--- config.mk ---
export PLATFORM = sky130hd
export DESIGN_NAME = tx_silence_ctrl
export DESIGN_NICKNAME = d
export VERILOG_FILES = /design/src/rtl/tx_silence_pkg.sv /design/src/rtl/tx_silence_ctrl.sv /design/src/rtl/strap_capture.sv
export SDC_FILE = /design/constraint.sdc
export NUM_CORES = 1
export LEC_CHECK = 0
export ABC_AREA = 1
export BUFFER_PORTS_ARGS = -buffer_cell sky130_fd_sc_hd__buf_2
export CAP_MARGIN = 10
export CORE_MARGIN = 5
export CORE_UTILIZATION = 44
export CTS_BUF_LIST = sky130_fd_sc_hd__clkbuf_8
export DETAILED_ROUTE_END_ITERATION = 7
export PLACE_DENSITY = 0.78
export SYNTH_ARGS = -nofsm -noshare
export SYNTH_HDL_FRONTEND = slang
export SYNTH_SLANG_ARGS = --single-unit
--- constraint.sdc ---
create_clock -name sys_clk -period 1.4 [get_ports sys_clk]
set_input_delay 0.21 -clock sys_clk [delete_from_list [all_inputs] [get_ports sys_clk]]
set_output_delay 0.21 -clock sys_clk [all_outputs]
set_load 0.02 [all_outputs]
--- src/rtl/tx_silence_pkg.sv ---
// Shared constants for the transmit-silence test mode control block.
// Assumes a 40 MHz core clock and 32-bit AXI4-Lite register access.
package tx_silence_pkg;

  // ==========================================================
  // Register byte offsets
  localparam logic [7:0] CTRL_OFFSET    = 8'h00;
  localparam logic [7:0] AUTONEG_OFFSET = 8'h04;
  localparam logic [7:0] TEST_OFFSET    = 8'h08;
  localparam logic [7:0] STATUS_OFFSET  = 8'h0c;

  // ==========================================================
  // Field positions
  localparam int CTRL_PD_REQ_BIT   = 0;
  localparam int AN_ENABLE_BIT     = 0;
  localparam int AN_FORCED_BIT     = 1;
  localparam int AN_LOW_SWING_BIT  = 2;
  localparam int TEST_SILENCE_LSB  = 0;
  localparam int TEST_SILENCE_W    = 2;
  localparam int STAT_PD_DONE_BIT  = 0;
  localparam int STAT_STRAP_BIT    = 1;
  localparam int STAT_HIGH_SEL_BIT = 2;
  localparam int STAT_SILENT_BIT   = 3;
  localparam int STAT_RUNNING_BIT  = 4;

  // ==========================================================
  // Reset values, and the silence-on code
  localparam logic       PD_REQ_RST     = 1'b0;
  localparam logic       AN_ENABLE_RST  = 1'b1;
  localparam logic       AN_FORCED_RST  = 1'b0;
  localparam logic       LOW_SWING_RST  = 1'b0;
  localparam logic [1:0] SILENCE_RST    = 2'h0;
  localparam logic [1:0] SILENCE_ON     = 2'h3;

  // ==========================================================
  // Timing: power-down settle time in ns, and derived cycles
  localparam int CLK_PERIOD_NS    = 25;
  localparam int PD_SETTLE_NS     = 200;
  localparam int PD_SETTLE_CYCLES =
    (PD_SETTLE_NS + CLK_PERIOD_NS - 1) / CLK_PERIOD_NS;

  // Bus responses
  localparam logic [1:0] RESP_OKAY   = 2'h0;
  localparam logic [1:0] RESP_SLVERR = 2'h2;

  // Power state machine
  typedef enum logic [1:0] {
    PWR_RUN,
    PWR_ENTERING,
    PWR_DOWN
  } pwr_state_t;

endpackage

--- src/rtl/tx_silence_ctrl.sv ---
// Transmit-silence test mode control with swing strap and register file.
// Assumes an AXI4-Lite master on sys_clk and a synchronous strap pin.
//
// Notes on behaviour
// - Readable power-down done status bit.
// - Clearing power-down once done resumes in chosen configuration.
// - Silence mode keeps paths running, sends zeros.
// - Strap high restricts transmitter to 1.0 V.
// - Strap low allows 2.4 V, lower selectable.
`timescale 1ns/1ps
`default_nettype none
module tx_silence_ctrl
  import tx_silence_pkg::*;
#(
  parameter int SYM_W = 2
)
(
  input  wire logic             sys_clk,
  input  wire logic             reset_n,
  input  wire logic [7:0]       s_axi_awaddr,
  input  wire logic             s_axi_awvalid,
  output logic                  s_axi_awready,
  input  wire logic [31:0]      s_axi_wdata,
  input  wire logic [3:0]       s_axi_wstrb,
  input  wire logic             s_axi_wvalid,
  output logic                  s_axi_wready,
  output logic [1:0]            s_axi_bresp,
  output logic                  s_axi_bvalid,
  input  wire logic             s_axi_bready,
  input  wire logic [7:0]       s_axi_araddr,
  input  wire logic             s_axi_arvalid,
  output logic                  s_axi_arready,
  output logic [31:0]           s_axi_rdata,
  output logic [1:0]            s_axi_rresp,
  output logic                  s_axi_rvalid,
  input  wire logic             s_axi_rready,
  input  wire logic             high_swing_strap,
  input  wire logic [SYM_W-1:0] tx_symbol_in,
  output logic [SYM_W-1:0]      tx_symbol_out,
  output logic                  tx_path_enable,
  output logic                  rx_path_enable,
  output logic                  tx_high_swing,
  output logic                  autoneg_enable,
  output logic                  autoneg_forced_cfg
);

  // ==========================================================
  // Reset synchroniser
  logic rst_meta_r;
  logic rst_n_r;

  // Asynchronous assert, synchronous release
  always_ff @(posedge sys_clk or negedge reset_n)
  begin
    if (!reset_n)
    begin
      rst_meta_r <= 1'b0;
      rst_n_r    <= 1'b0;
    end
    else
    begin
      rst_meta_r <= 1'b1;
      rst_n_r    <= rst_meta_r;
    end
  end

  // ==========================================================
  // Strap capture
  logic strap_value;
  logic strap_valid;

  strap_capture u_strap (
    .sys_clk     (sys_clk),
    .rst_n       (rst_n_r),
    .strap_in    (high_swing_strap),
    .strap_value (strap_value),
    .strap_valid (strap_valid)
  );

  // ==========================================================
  // AXI4-Lite slave and control registers
  logic             aw_held_r,  aw_held_nxt;
  logic [7:0]       aw_addr_r,  aw_addr_nxt;
  logic             w_held_r,   w_held_nxt;
  logic [31:0]      w_data_r,   w_data_nxt;
  logic             w_strb_r,   w_strb_nxt;
  logic             bvalid_r,   bvalid_nxt;
  logic [1:0]       bresp_r,    bresp_nxt;
  logic             rvalid_r,   rvalid_nxt;
  logic [31:0]      rdata_r,    rdata_nxt;
  logic [1:0]       rresp_r,    rresp_nxt;
  logic             pd_req_r,   pd_req_nxt;
  logic             autoneg_enable_r,    autoneg_enable_nxt;
  logic             an_frc_r,   an_frc_nxt;
  logic             low_sel_r,  low_sel_nxt;
  logic [1:0]       silence_r,  silence_nxt;
  logic             do_write;
  logic [31:0]      status_word;

  logic             pd_done;
  logic             silent_active;
  logic             running;

  // One of each address and data may wait; write fires when both held
  assign s_axi_awready = !aw_held_r && !bvalid_r;
  assign s_axi_wready  = !w_held_r && !bvalid_r;
  assign s_axi_arready = !rvalid_r;
  assign do_write      = aw_held_r && w_held_r && !bvalid_r;

  // Status word built from live block state
  always_comb
  begin
    status_word = 32'h0;
    status_word[STAT_PD_DONE_BIT]  = pd_done;
    status_word[STAT_STRAP_BIT]    = strap_value;
    status_word[STAT_HIGH_SEL_BIT] = tx_high_swing;
    status_word[STAT_SILENT_BIT]   = silent_active;
    status_word[STAT_RUNNING_BIT]  = running;
  end

  // Bus handshakes and register writes
  always_comb
  begin
    aw_held_nxt = aw_held_r;
    aw_addr_nxt = aw_addr_r;
    w_held_nxt  = w_held_r;
    w_data_nxt  = w_data_r;
    w_strb_nxt  = w_strb_r;
    bvalid_nxt  = bvalid_r;
    bresp_nxt   = bresp_r;
    rvalid_nxt  = rvalid_r;
    rdata_nxt   = rdata_r;
    rresp_nxt   = rresp_r;
    pd_req_nxt  = pd_req_r;
    autoneg_enable_nxt   = autoneg_enable_r;
    an_frc_nxt  = an_frc_r;
    low_sel_nxt = low_sel_r;
    silence_nxt = silence_r;
    if (s_axi_awvalid && s_axi_awready)
    begin
      aw_held_nxt = 1'b1;
      aw_addr_nxt = s_axi_awaddr;
    end
    if (s_axi_wvalid && s_axi_wready)
    begin
      w_held_nxt = 1'b1;
      w_data_nxt = s_axi_wdata;
      w_strb_nxt = s_axi_wstrb[0]; // All fields live in byte 0
    end
    if (do_write)
    begin
      aw_held_nxt = 1'b0;
      w_held_nxt  = 1'b0;
      bvalid_nxt  = 1'b1;
      bresp_nxt   = RESP_OKAY;
      unique case (aw_addr_r)
        CTRL_OFFSET:
          if (w_strb_r)
            pd_req_nxt = w_data_r[CTRL_PD_REQ_BIT];
        AUTONEG_OFFSET:
          if (w_strb_r)
          begin
            autoneg_enable_nxt   = w_data_r[AN_ENABLE_BIT];
            an_frc_nxt  = w_data_r[AN_FORCED_BIT];
            low_sel_nxt = w_data_r[AN_LOW_SWING_BIT];
          end
        TEST_OFFSET:
          if (w_strb_r)
            silence_nxt = w_data_r[TEST_SILENCE_LSB +: TEST_SILENCE_W];
        STATUS_OFFSET: ; // Read only, write ignored
        default: bresp_nxt = RESP_SLVERR;
      endcase
    end
    else if (bvalid_r && s_axi_bready)
      bvalid_nxt = 1'b0;
    if (s_axi_arvalid && s_axi_arready)
    begin
      rvalid_nxt = 1'b1;
      rresp_nxt  = RESP_OKAY;
      unique case (s_axi_araddr)
        CTRL_OFFSET:    rdata_nxt = {31'h0, pd_req_r};
        AUTONEG_OFFSET: rdata_nxt = {29'h0, low_sel_r, an_frc_r, autoneg_enable_r};
        TEST_OFFSET:    rdata_nxt = {30'h0, silence_r};
        STATUS_OFFSET:  rdata_nxt = status_word;
        default:
        begin
          rdata_nxt = 32'h0;
          rresp_nxt = RESP_SLVERR;
        end
      endcase
    end
    else if (rvalid_r && s_axi_rready)
      rvalid_nxt = 1'b0;
  end

  always_ff @(posedge sys_clk or negedge rst_n_r)
  begin
    if (!rst_n_r)
    begin
      aw_held_r <= 1'b0;
      aw_addr_r <= 8'h00;
      w_held_r  <= 1'b0;
      w_data_r  <= 32'h0;
      w_strb_r  <= 1'b0;
      bvalid_r  <= 1'b0;
      bresp_r   <= RESP_OKAY;
      rvalid_r  <= 1'b0;
      rdata_r   <= 32'h0;
      rresp_r   <= RESP_OKAY;
      pd_req_r  <= PD_REQ_RST;
      autoneg_enable_r   <= AN_ENABLE_RST;
      an_frc_r  <= AN_FORCED_RST;
      low_sel_r <= LOW_SWING_RST;
      silence_r <= SILENCE_RST;
    end
    else
    begin
      aw_held_r <= aw_held_nxt;
      aw_addr_r <= aw_addr_nxt;
      w_held_r  <= w_held_nxt;
      w_data_r  <= w_data_nxt;
      w_strb_r  <= w_strb_nxt;
      bvalid_r  <= bvalid_nxt;
      bresp_r   <= bresp_nxt;
      rvalid_r  <= rvalid_nxt;
      rdata_r   <= rdata_nxt;
      rresp_r   <= rresp_nxt;
      pd_req_r  <= pd_req_nxt;
      autoneg_enable_r   <= autoneg_enable_nxt;
      an_frc_r  <= an_frc_nxt;
      low_sel_r <= low_sel_nxt;
      silence_r <= silence_nxt;
    end
  end

  assign s_axi_bvalid = bvalid_r;
  assign s_axi_bresp  = bresp_r;
  assign s_axi_rvalid = rvalid_r;
  assign s_axi_rdata  = rdata_r;
  assign s_axi_rresp  = rresp_r;

  // ==========================================================
  // Power-down sequencing
  pwr_state_t pwr_r, pwr_nxt;
  logic [7:0] settle_r, settle_nxt;
  logic       silence_live_r, silence_live_nxt;

  // Done is only reported after the settle count has run out
  always_comb
  begin
    pwr_nxt          = pwr_r;
    settle_nxt       = settle_r;
    silence_live_nxt = silence_live_r;
    unique case (pwr_r)
      PWR_RUN:
        if (pd_req_r)
        begin
          pwr_nxt    = PWR_ENTERING;
          settle_nxt = 8'(PD_SETTLE_CYCLES - 1);
        end
      PWR_ENTERING:
        if (!pd_req_r)
          pwr_nxt = PWR_RUN;
        else if (settle_r == 8'h00)
          pwr_nxt = PWR_DOWN;
        else
          settle_nxt = settle_r - 8'h01;
      PWR_DOWN:
        if (!pd_req_r)
        begin
          pwr_nxt          = PWR_RUN;
          // Mode is taken only with autoneg off and forced
          silence_live_nxt = (silence_r == SILENCE_ON) && !autoneg_enable_r
                             && an_frc_r;
        end
    endcase
  end

  always_ff @(posedge sys_clk or negedge rst_n_r)
  begin
    if (!rst_n_r)
    begin
      pwr_r          <= PWR_RUN;
      settle_r       <= 8'h00;
      silence_live_r <= 1'b0;
    end
    else
    begin
      pwr_r          <= pwr_nxt;
      settle_r       <= settle_nxt;
      silence_live_r <= silence_live_nxt;
    end
  end

  assign pd_done       = (pwr_r == PWR_DOWN);
  assign running       = (pwr_r == PWR_RUN);
  assign silent_active = silence_live_r && running;

  // ==========================================================
  // Datapath outputs
  logic [SYM_W-1:0] sym_r, sym_nxt;
  logic             high_r, high_nxt;

  // Paths stay live in silence mode; only the symbols go to zero
  always_comb
  begin
    sym_nxt  = silent_active ? '0 : tx_symbol_in;
    // Strap high forbids the high swing outright
    high_nxt = strap_valid && !strap_value
               && !low_sel_r;
  end

  always_ff @(posedge sys_clk or negedge rst_n_r)
  begin
    if (!rst_n_r)
    begin
      sym_r  <= '0;
      high_r <= 1'b0;
    end
    else
    begin
      sym_r  <= sym_nxt;
      high_r <= high_nxt;
    end
  end

  assign tx_symbol_out      = running ? sym_r : '0;
  assign tx_path_enable     = running;
  assign rx_path_enable     = running;
  assign tx_high_swing      = high_r;
  assign autoneg_enable     = autoneg_enable_r;
  assign autoneg_forced_cfg = an_frc_r;

endmodule
`default_nettype wire

--- src/rtl/strap_capture.sv ---
// Strap latch: samples the swing strap once after reset release.
// Assumes the strap pin is static and synchronous to sys_clk.
`timescale 1ns/1ps
`default_nettype none
module strap_capture
  import tx_silence_pkg::*;
(
  input  wire logic sys_clk,
  input  wire logic rst_n,
  input  wire logic strap_in,
  output logic      strap_value,
  output logic      strap_valid
);

  logic taken_r;
  logic taken_nxt;
  logic value_r;
  logic value_nxt;

  // ==========================================================
  // Capture
  // Take the pin once, at the first edge after release
  always_comb
  begin
    taken_nxt = 1'b1;
    value_nxt = taken_r ? value_r : strap_in;
  end

  // Reset loads constants only; the pin is read after release
  always_ff @(posedge sys_clk or negedge rst_n)
  begin
    if (!rst_n)
    begin
      taken_r <= 1'b0;
      value_r <= 1'b1;   // Safe low-swing until sampled
    end
    else
    begin
      taken_r <= taken_nxt;
      value_r <= value_nxt;
    end
  end

  assign strap_value = value_r;
  assign strap_valid = taken_r;

endmodule
`default_nettype wire

==> results of run 1 <==
-- path summary, 6_finish.rpt --
path / end / slack [ns]
max reg2reg: pwr_r[1] / -0.03
max in group asynchronous: u_strap.strap_value / 0.90
min in group asynchronous: rst_meta_r / 0.22
max: tx_symbol_out[1] / -0.04
min: s_axi_rvalid / 0.09
min reg2reg: aw_addr_r[5] / 0.24
-- power groups by stage --
stage	combinational, W	clock [W]	sequential (W)
5_1_grt	0.00303	0.000870	0.00215
6_report	0.00271	0.000785	0.00210
2_1_floorplan	0.00177	0	0.00212
3_3_place_gp	0.00224	0	0.00209
4_1_cts	0.00247	0.000816	0.00210
3_5_place_dp	0.00234	0	0.00212
-- stage by stage --
stage	power [W]	std cells	util [%]	setup TNS, ns
floorplan	0.003887	322	-	0
global placement	0.004339	420	50.68	0
detailed placement	0.004454	420	50.68	-0.05297
CTS	0.005388	435	53.77	-0.09779
global route	0.006046	438	55.10	-0.4887
finish	0.005590	438	55.10	-0.1261
-- critical path, cell delays in order (launching register included) --
cell     delay (ns)
dfrtp_1        0.39
inv_2          0.10
ha_4           0.14
buf_6          0.11
nand2_2        0.05
inv_2          0.04
buf_6          0.10
-- area by class of cell --
| type | count | area [sq um] | share of cell area (%) |
|---|---|---|---|
| inverter | 34 | 137.6 | 4.508 |
| clock buffer | 5 | 68.82 | 2.254 |
| multi-input combinational | 211 | 1154 | 37.79 |
| tap | 72 | 90.09 | 2.951 |
| clock inverter | 3 | 16.27 | 0.5328 |
| timing repair buffer | 66 | 406.6 | 13.32 |
| sequential | 47 | 1180 | 38.65 |
-- cells by family after synthesis --
group           count (synthesis)  share of synthesized area, %
buf+inv                        65                         14.67
flops                          47                         46.84
fa+ha+maj                       5                         2.486
xor+xnor                        1                        0.3481
mux                             7                         3.680
compound gates                 30                         7.210
other cells                     2                        0.2985
simple gates                  136                         24.47
-- registers in the layout, summed over array words and instances, names as in the netlist, 2 cells and up --
register and flops:
aw_addr_r 8, settle_r 8, s_axi_rdata 5, w_data_r 3, pwr_r 2, silence_r 2, sym_r 2
-- synth_stat cells (2+ instances only) --
library cell / number / area (sq um)
a21boi_0: 2 / 15.01
a21oi_1: 7 / 35.03
buf_4: 30 / 225.2
conb_1: 2 / 7.510
dfrtp_1: 45 / 1126
dfstp_2: 2 / 52.55
ha_1: 5 / 62.56
inv_1: 31 / 116.4
mux2_2: 2 / 22.52
mux2_4: 4 / 60.06
nand2_1: 61 / 229.0
nand2_2: 6 / 37.54
nand3_1: 23 / 115.1
nand3_2: 2 / 20.02
nand4_1: 2 / 12.51
nor2_1: 29 / 108.9
nor2_2: 4 / 25.02
nor3_1: 5 / 25.02
nor3_2: 2 / 20.02
o21ai_0: 7 / 35.03
o21ai_1: 9 / 45.04
o21ai_2: 3 / 26.28
-- routing by layer --
layer / global-route usage [%] / wire (um) / share of wire [%]
met3: 3.650 / 386 / 7.8
met1: 15.80 / 2087 / 42
met2: 23.52 / 2450 / 49
met4: 4.029 / 36 / 0.73
met5: 0 / 0 / 0
-- what timing repair did --
item | in CTS | in global routing
cloned | 1 | 0
hold endpoints to repair | 2 | 0
setup endpoints to repair | 10 | 14
setup buffers | 5 | 3
gates resized for setup | 11 | 16
pin swaps | 3 | 4
hold buffers | 1 | 0
==> metrics, run 1 <==
status=finished, violations left; failing checks=negative setup slack; leakage=1.630 nW; Switch Pwr=0.002332 W; pwr dens=1831 nW/um^2; via count=1996; EDFF count, synth=0; Max Fanout on Critical Path=5; vias in the first global route=1918; TritonRoute pass-1 iters=4; Nets=432; commonest non-fill, non-tap cells in the layout=nand2_1, buf_2, dfrtp_1, conb_1, nor2_1; Mapped Avg Cell Area=8.588 sq um; Detail Placement HPWL=3.647 mm; H-Tree Depth=2; I/O pin total=110; cell-internal power=between 0.003 and 0.004 W; first-pass GRT wire length=8.086 mm; die width=between 80 and 90 um; Post-synth top flop=dfrtp_1; max_cap viols=0; Clk pwr share=roughly 14%; initial antenna violation count=0; worst reg2reg path depth=8; final setup vio count=6; die area=7331 sq um; fmax=0.6951 GHz; hold depth=2; Worst Hold Class=input pin to flop; Die Y=85.62 um; worst clock skew=0.006320 ns; total CTS buffers=5; First DRT Iteration DRCs=104; Hold WS=slightly below 0.09 ns; via density per instance=4.557; Placed Area=approximately 2800 sq um; filler instances=513; Placer Congestion=0.8177; clock slew at reported path FFs=0.08 ns; Async S/R FF share, synth=100.0%; CORE AREA=5540 sq um; Port Buffers=48; pin count of the biggest net entering global routing=46; Fin. Hold Viols=0; synthesized area=2516 sq um; remaining routing DRC violations=0; Mapped Cells=approximately 290; Clock Tree Buf Depth=2; Critical Path End Type=output port; Total Routed Length=4.959 mm; Worst-Skew Late Latency=0.30 ns; distinct cell type count after synthesis=32; Setup crit start kind=flop; CP Class=flop to output port; Setup WS pre-CTS=-0.01976 ns; Arrival @ worst endpoint=~1.2 ns; Root Buffer=clkbuf_8; Seq pwr share=37.6%; shortest period the worst path allows=1.439 ns; Reg2Reg Launch Point=pwr_r[1]; WP data required=approximately 1.2 ns; #FFs+latches synth=47; combinational share of power=48.4%; routed length per instance=between 10 and 15 um; commonest non-fill, non-tap cell in the layout=nand2_1; Layout area overhead=21.33%; post-synthesis sequential area ratio=46.84%; share of layout cells above drive strength 1=33.06%; Antenna diodes=0; Routed Antenna Nets=0; fin. max-slew vios=0; CTS tree=built; row count=27; Tot GR Track Use=13.34%; worst hold path startpoint=s_axi_rready; final setup margin=-0.03857 ns; Sink Count=47; Switching Fraction=41.73%; remaining global-route overflow=0; Tcrit/Tclk final=102.8%; RSZ-0062 raised after global routing=yes; Worst setup startpoint=pwr_r[0]; initial core utilization=a little under half; Design Area, Final=a little over 3000 sq um; VDD IR max=1.189 mV; synth warn=0
(Power assumes the default switching activity.)
==> run 2: changes to the inputs <==
Settings changed: ABC_CLOCK_PERIOD_IN_PS from default to 1400, TNS_END_PERCENT from default to 30.
==> run 2 against run 1 <==
Against the previous run:
- the run still ends with negative setup slack left
- clock skew hardly changed
- wire length is 0.24% lower
- first-iteration DRC count is 3.8% lower
- hold slack hardly changed
- register-to-register slack hardly changed
- final cell count stayed put
- clock-buffer cell count stayed put
- setup slack worse by 0.0015 ns
- die area stayed put
- via count is 0.35% higher
- core utilization stayed put
- largest cell class unchanged
==> metrics, run 2 (same netlist as run 1, synthesis figures left out) <==
Seq pwr share=37.6% (about the same); leakage=1.629 nW (about the same); fmax=0.6944 GHz (-0.10%); Die Y=85.62 um (unchanged); Routed Antenna Nets=0 (unchanged); worst reg2reg path depth=8 (unchanged); Pwr Total=0.005587 W (about the same); row count=27 (unchanged); share of layout cells above drive strength 1=33.33% (+0.27 points); failing checks=negative setup slack; Root Buffer=clkbuf_8; via count=2003 (+0.35%); final setup margin=-0.04002 ns (-0.001452 ns); initial core utilization=45.42% (unchanged); routed length per instance=11.29 um (-0.24%); WP data required=1.64 ns (+0.45 ns); Layout area overhead=21.33% (unchanged); Detail Placement HPWL=3.647 mm (unchanged); commonest non-fill, non-tap cell in the layout=nand2_1; TritonRoute pass-1 iters=4 (unchanged); Worst-Skew Late Latency=0.30 ns (about the same); final setup vio count=5 (-1); worst hold path startpoint=s_axi_rready; Sink Count=47 (unchanged); WHS Endpoint=s_axi_rvalid; I/O pin total=110 (unchanged); grt met2 use=23.38% (-0.14 points); Nets=432 (unchanged); cell-internal power=0.003259 W (about the same); Final Core Density=55.10% (unchanged); Tcrit/Tclk final=102.9% (+0.10 points); CTS tree=built; via density per instance=4.573 (+0.35%); Hold WS=0.08828 ns (+0.00005850 ns); met3 Use GR=3.650% (unchanged); Clock Tree Buf Depth=2 (unchanged); CP Class=flop to flop; Port Buffers=48 (unchanged); Setup crit start kind=flop; remaining routing DRC violations=0 (unchanged); hold depth=2 (unchanged); Clk pwr share=14.1% (about the same); Placer Congestion=0.8177 (unchanged); Critical Path End Type=flop; die area=7331 sq um (unchanged); crit-path cells=buf_4 -> buf_4 -> ha_1 -> mux2i_1 -> nand2_2 -> nor2_2 -> nand2_1 -> nand2_1; vias in the first global route=1915 (-0.16%); First DRT Iteration DRCs=100 (-3.8%); R2R setup slack=-0.04 ns (about the same); max_cap viols=0 (unchanged); remaining global-route overflow=0 (unchanged); Switch Pwr=0.002328 W (-0.17%); GRT Max-Usage Layer=met2; CORE AREA=5540 sq um (unchanged); Arrival @ worst endpoint=1.68 ns (+0.45 ns); status=finished, violations left; commonest non-fill, non-tap cells in the layout=nand2_1, buf_2, dfrtp_1, conb_1, nor2_1; RSZ-0062 raised after global routing=yes; Switching Fraction=41.68% (-0.052 points); shortest period the worst path allows=1.440 ns (+0.001452 ns); H-Tree Depth=2 (unchanged); total CTS buffers=5 (unchanged); Max Fanout on Critical Path=3 (-2); pwr dens=1830 nW/um^2 (about the same); VDD IR max=1.190 mV (about the same); first-pass GRT wire length=8.010 mm (-0.94%); combinational share of power=48.3% (about the same); clock slew at reported path FFs=0.08 ns (about the same); CP peak stage delay=0.40 ns (about the same); die width=85.62 um (unchanged); Reg2Reg Launch Point=pwr_r[1]; fin. max-slew vios=0 (unchanged); setup TNS=-0.1369 ns (-0.01080 ns); R2R Path End=pwr_r[1]; Antenna diodes=0 (unchanged); Tot GR Track Use=13.21% (-0.12 points); Total Routed Length=4.947 mm (-0.24%); slowest CP cell=dfrtp_1; Fin. Hold Viols=0 (unchanged); Worst Hold Class=input pin to flop; pin count of the biggest net entering global routing=46 (unchanged); met1 Usage GRT=15.50% (-0.31 points); worst clock skew=0.006024 ns (-0.0002960 ns); initial antenna violation count=0 (unchanged)
[run 2: worst max-delay path: cells and delay by family (launching register included)]
family	cells	cell delay [ns]
buffers and inverters	2	0.27
AND/OR/NAND/NOR	4	0.32
multiplexers	1	0.19
flip-flops	1	0.40
adder cells (fa/ha/maj)	1	0.21
[run 2: area by class of cell]
class | count | area [sq um]
tap | 72 | 90.09
clock inverter | 3 | 16.27
fill | 513 | 2487
multi-input combinational | 211 | 1154
clock buffer | 5 | 68.82
timing repair buffer | 66 | 406.6
sequential | 47 | 1180
inverter | 34 | 137.6
[run 2: what timing repair did]
action	in CTS	in global routing
setup endpoints to repair	10	14
endpoints found under the hold margin	2	0
pin swaps	3	6
hold buffers	1	0
buffers inserted	4	4
cloned	0	1
gates resized for setup	10	18
[run 2: worst max path at each step]
stage | to | depth (start not counted) | start
floorplan | w_data_r[0] | 4 | s_axi_bvalid
global placement | settle_r[7] | 7 | settle_r[0]
detailed placement | settle_r[7] | 7 | settle_r[0]
CTS | tx_symbol_out[1] | 6 | pwr_r[1]
global route | tx_symbol_out[0] | 6 | pwr_r[0]
finish | pwr_r[1] | 8 | pwr_r[1]
[run 2: power groups by stage]
stage	combinational (W)	sequential [W]	clock, W
2_1_floorplan	0.00177	0.00212	0
3_3_place_gp	0.00224	0.00209	0
3_5_place_dp	0.00234	0.00212	0
4_1_cts	0.00247	0.00210	0.000816
5_1_grt	0.00303	0.00215	0.000870
6_report	0.00270	0.00210	0.000786
[run 2: metal layers]
layer  part of all wire (%)  routed length [um]  vias up
met3                    7.7                 382        5
met4                   0.77                  38        0
met1                     42                2064      926
met5                      0                   0        -
li1                       -                   -     1012
met2                     50                2462       60
[run 2: metrics by stage]
stage               instance area [sq um]  instances  setup WS (ns)
finish                               3053        438       -0.04002
global route                         3053        438        -0.1007
CTS                                  2965        433       -0.04916
detailed placement                   2808        420       -0.01976
global placement                     2808        420        0.03912
floorplan                            2634        322        0.02496
==> run 3: changes to the inputs <==
Settings changed: BUFFER_PORTS_ARGS -buffer_cell sky130_fd_sc_hd__buf_2 to -buffer_cell sky130_fd_sc_hd__clkbuf_2, CORE_ASPECT_RATIO from default to 0.75.
==> run 3 against run 2 <==
Against the previous run:
- the run still ends with negative setup slack left
- global-route usage increased by 2.1 points
- sequential power is essentially flat
- combinational power rose by 2%
- sequential share of layout area decreased by 0.88 points
- clock skew down 0.00060 ns
- largest cell class unchanged
- highest routed layer unchanged
==> metrics, run 3 (same netlist as run 1, synthesis figures left out) <==
Reg2Reg Launch Point=pwr_r[1]; worst reg2reg path depth=9 (+1); R2R Path End=pwr_r[1]; crit-path cells=inv_2 -> ha_4 -> buf_6 -> nand2_2 -> inv_2 -> buf_8; leakage=1.663 nW (+2.0%); fmax=0.6808 GHz (-2.0%); Design Area, Final=3124 sq um (+2.3%); initial antenna violation count=0 (unchanged); commonest non-fill, non-tap cell in the layout=nand2_1; Arrival @ worst endpoint=1.26 ns (-0.42 ns); hold depth=2 (unchanged); remaining global-route overflow=0 (unchanged); Placer Congestion=0.8470 (+3.6%); Total Routed Length=5.411 mm (+9.4%); WP data required=1.19 ns (-0.45 ns); RSZ-0062 raised after global routing=yes; die width=97.32 um (+14%); R2R setup slack=-0.05 ns (about the same); pwr dens=1928 nW/um^2 (+5.3%); vias in the first global route=1932 (+0.89%); TritonRoute pass-1 iters=5 (+1); Tot GR Track Use=15.33% (+2.1 points); Critical Path End Type=output port; Sink Count=47 (unchanged); CP peak stage delay=0.41 ns (about the same); Routed Antenna Nets=0 (unchanged); Hold WS=0.07593 ns (-0.01234 ns); Nets=432 (unchanged); via count=2032 (+1.4%); via density per instance=4.608 (+0.76%); Worst Hold Class=input pin to flop; First DRT Iteration DRCs=60 (-40%); Fin. Hold Viols=0 (unchanged); final setup vio count=10 (+5); CP bufs+invs=4 (+2); shortest period the worst path allows=1.469 ns (+0.02889 ns); Port Buffers=48 (unchanged); grt met2 use=25.31% (+1.9 points); met3 Use GR=4.026% (+0.38 points); Antenna diodes=0 (unchanged); H-Tree Depth=2 (unchanged); routed length per instance=12.27 um (+8.6%); die area=7347 sq um (+0.22%); Placed Area=2819 sq um (+0.40%); commonest non-fill, non-tap cells in the layout=nand2_1, dfrtp_1, clkbuf_2, conb_1, nor2_1; Root Buffer=clkbuf_8; Crit. path cell count=6 (-2); pin count of the biggest net entering global routing=46 (unchanged); status=finished, violations left; fin. max-slew vios=0 (unchanged); Pwr Total=0.006023 W (+7.8%); clock slew at reported path FFs=0.08 ns (about the same); I/O pin total=110 (unchanged); Detail Placement HPWL=3.984 mm (+9.2%); WHS Endpoint=s_axi_bvalid; max_cap viols=0 (unchanged); Max Fanout on Critical Path=5 (+2); Top Family by Delay on Critical Path=flip-flops; Layout area overhead=24.17%; Clock Tree Buf Depth=2 (unchanged); VDD IR max=0.9621 mV (-19%); CP Class=flop to output port; first-pass GRT wire length=9.039 mm (+13%); failing checks=negative setup slack; CORE AREA=5439 sq um (-1.8%); GRT Max-Usage Layer=met2; initial core utilization=46.26% (+0.85 points); share of layout cells above drive strength 1=33.33% (unchanged); row count=23 (-15%); worst hold path startpoint=s_axi_bready; final setup margin=-0.06891 ns (-0.02889 ns); Die Y=75.49 um (-12%); slowest CP cell=dfrtp_1; Tcrit/Tclk final=104.9% (+2.1 points); Setup crit start kind=flop; CTS tree=built; Worst-Skew Late Latency=0.30 ns (about the same); met1 Usage GRT=20.22% (+4.7 points); Final Core Density=57.44% (+2.3 points); Most common cell on crit path=inv_2; worst clock skew=0.005428 ns (-0.0005967 ns); remaining routing DRC violations=0 (unchanged); Worst setup startpoint=pwr_r[1]; total CTS buffers=5 (unchanged)
## run 3: layer usage
metal,vias to the layer above,share of wire (%)
li1,1015,-
met1,936,45
met2,73,46
met3,8,7.5
met4,0,1.7
met5,-,0
## run 3: power by group
| part | switching, W | leakage (nW) | internal, W |
|---|---|---|---|
| registers | 0.000361 | 0.581 | 0.00176 |
| logic | 0.00159 | 1.01 | 0.00116 |
| clock network | 0.000439 | 0.0695 | 0.000706 |
| total | 0.00239 | 1.66 | 0.00363 |
## run 3: area by class of cell
cell class / instances / area, sq um
Clock buffer: 5 / 68.82
Clock inverter: 3 / 63.81
Fill cell: 492 / 2315
Inverter: 34 / 133.9
Multi-Input combinational cell: 211 / 1161
Sequential cell: 47 / 1180
Tap cell: 75 / 93.84
Timing Repair Buffer: 66 / 422.9
## run 3: how the worst max path moves through the flow
| stage | end |
|---|---|
| final | tx_symbol_out[1] |
| after global routing | pwr_r[1] |
| after floorplan | w_data_r[0] |
| after CTS | tx_symbol_out[1] |
| after detailed placement | settle_r[5] |
| after global placement | settle_r[7] |
## run 3: per-stage QoR
stage | setup slack (ns) | TNS [ns] | cells
after floorplan | 0.02496 | 0 | 322
after global placement | -0.004125 | -0.004125 | 424
after detailed placement | -0.03939 | -0.1864 | 424
after CTS | -0.07975 | -0.4247 | 438
after global routing | -0.1317 | -1.053 | 441
final | -0.06891 | -0.2767 | 441
## run 3: repair_timing
| item | CTS | global route |
|---|---|---|
| hold buffers | 1 | 0 |
| endpoints found under the setup margin | 14 | 19 |
| pin swaps | 4 | 9 |
| gates resized for setup | 16 | 16 |
| endpoints found under the hold margin | 2 | 0 |
| cloned | 1 | 0 |
| buffers inserted | 4 | 3 |
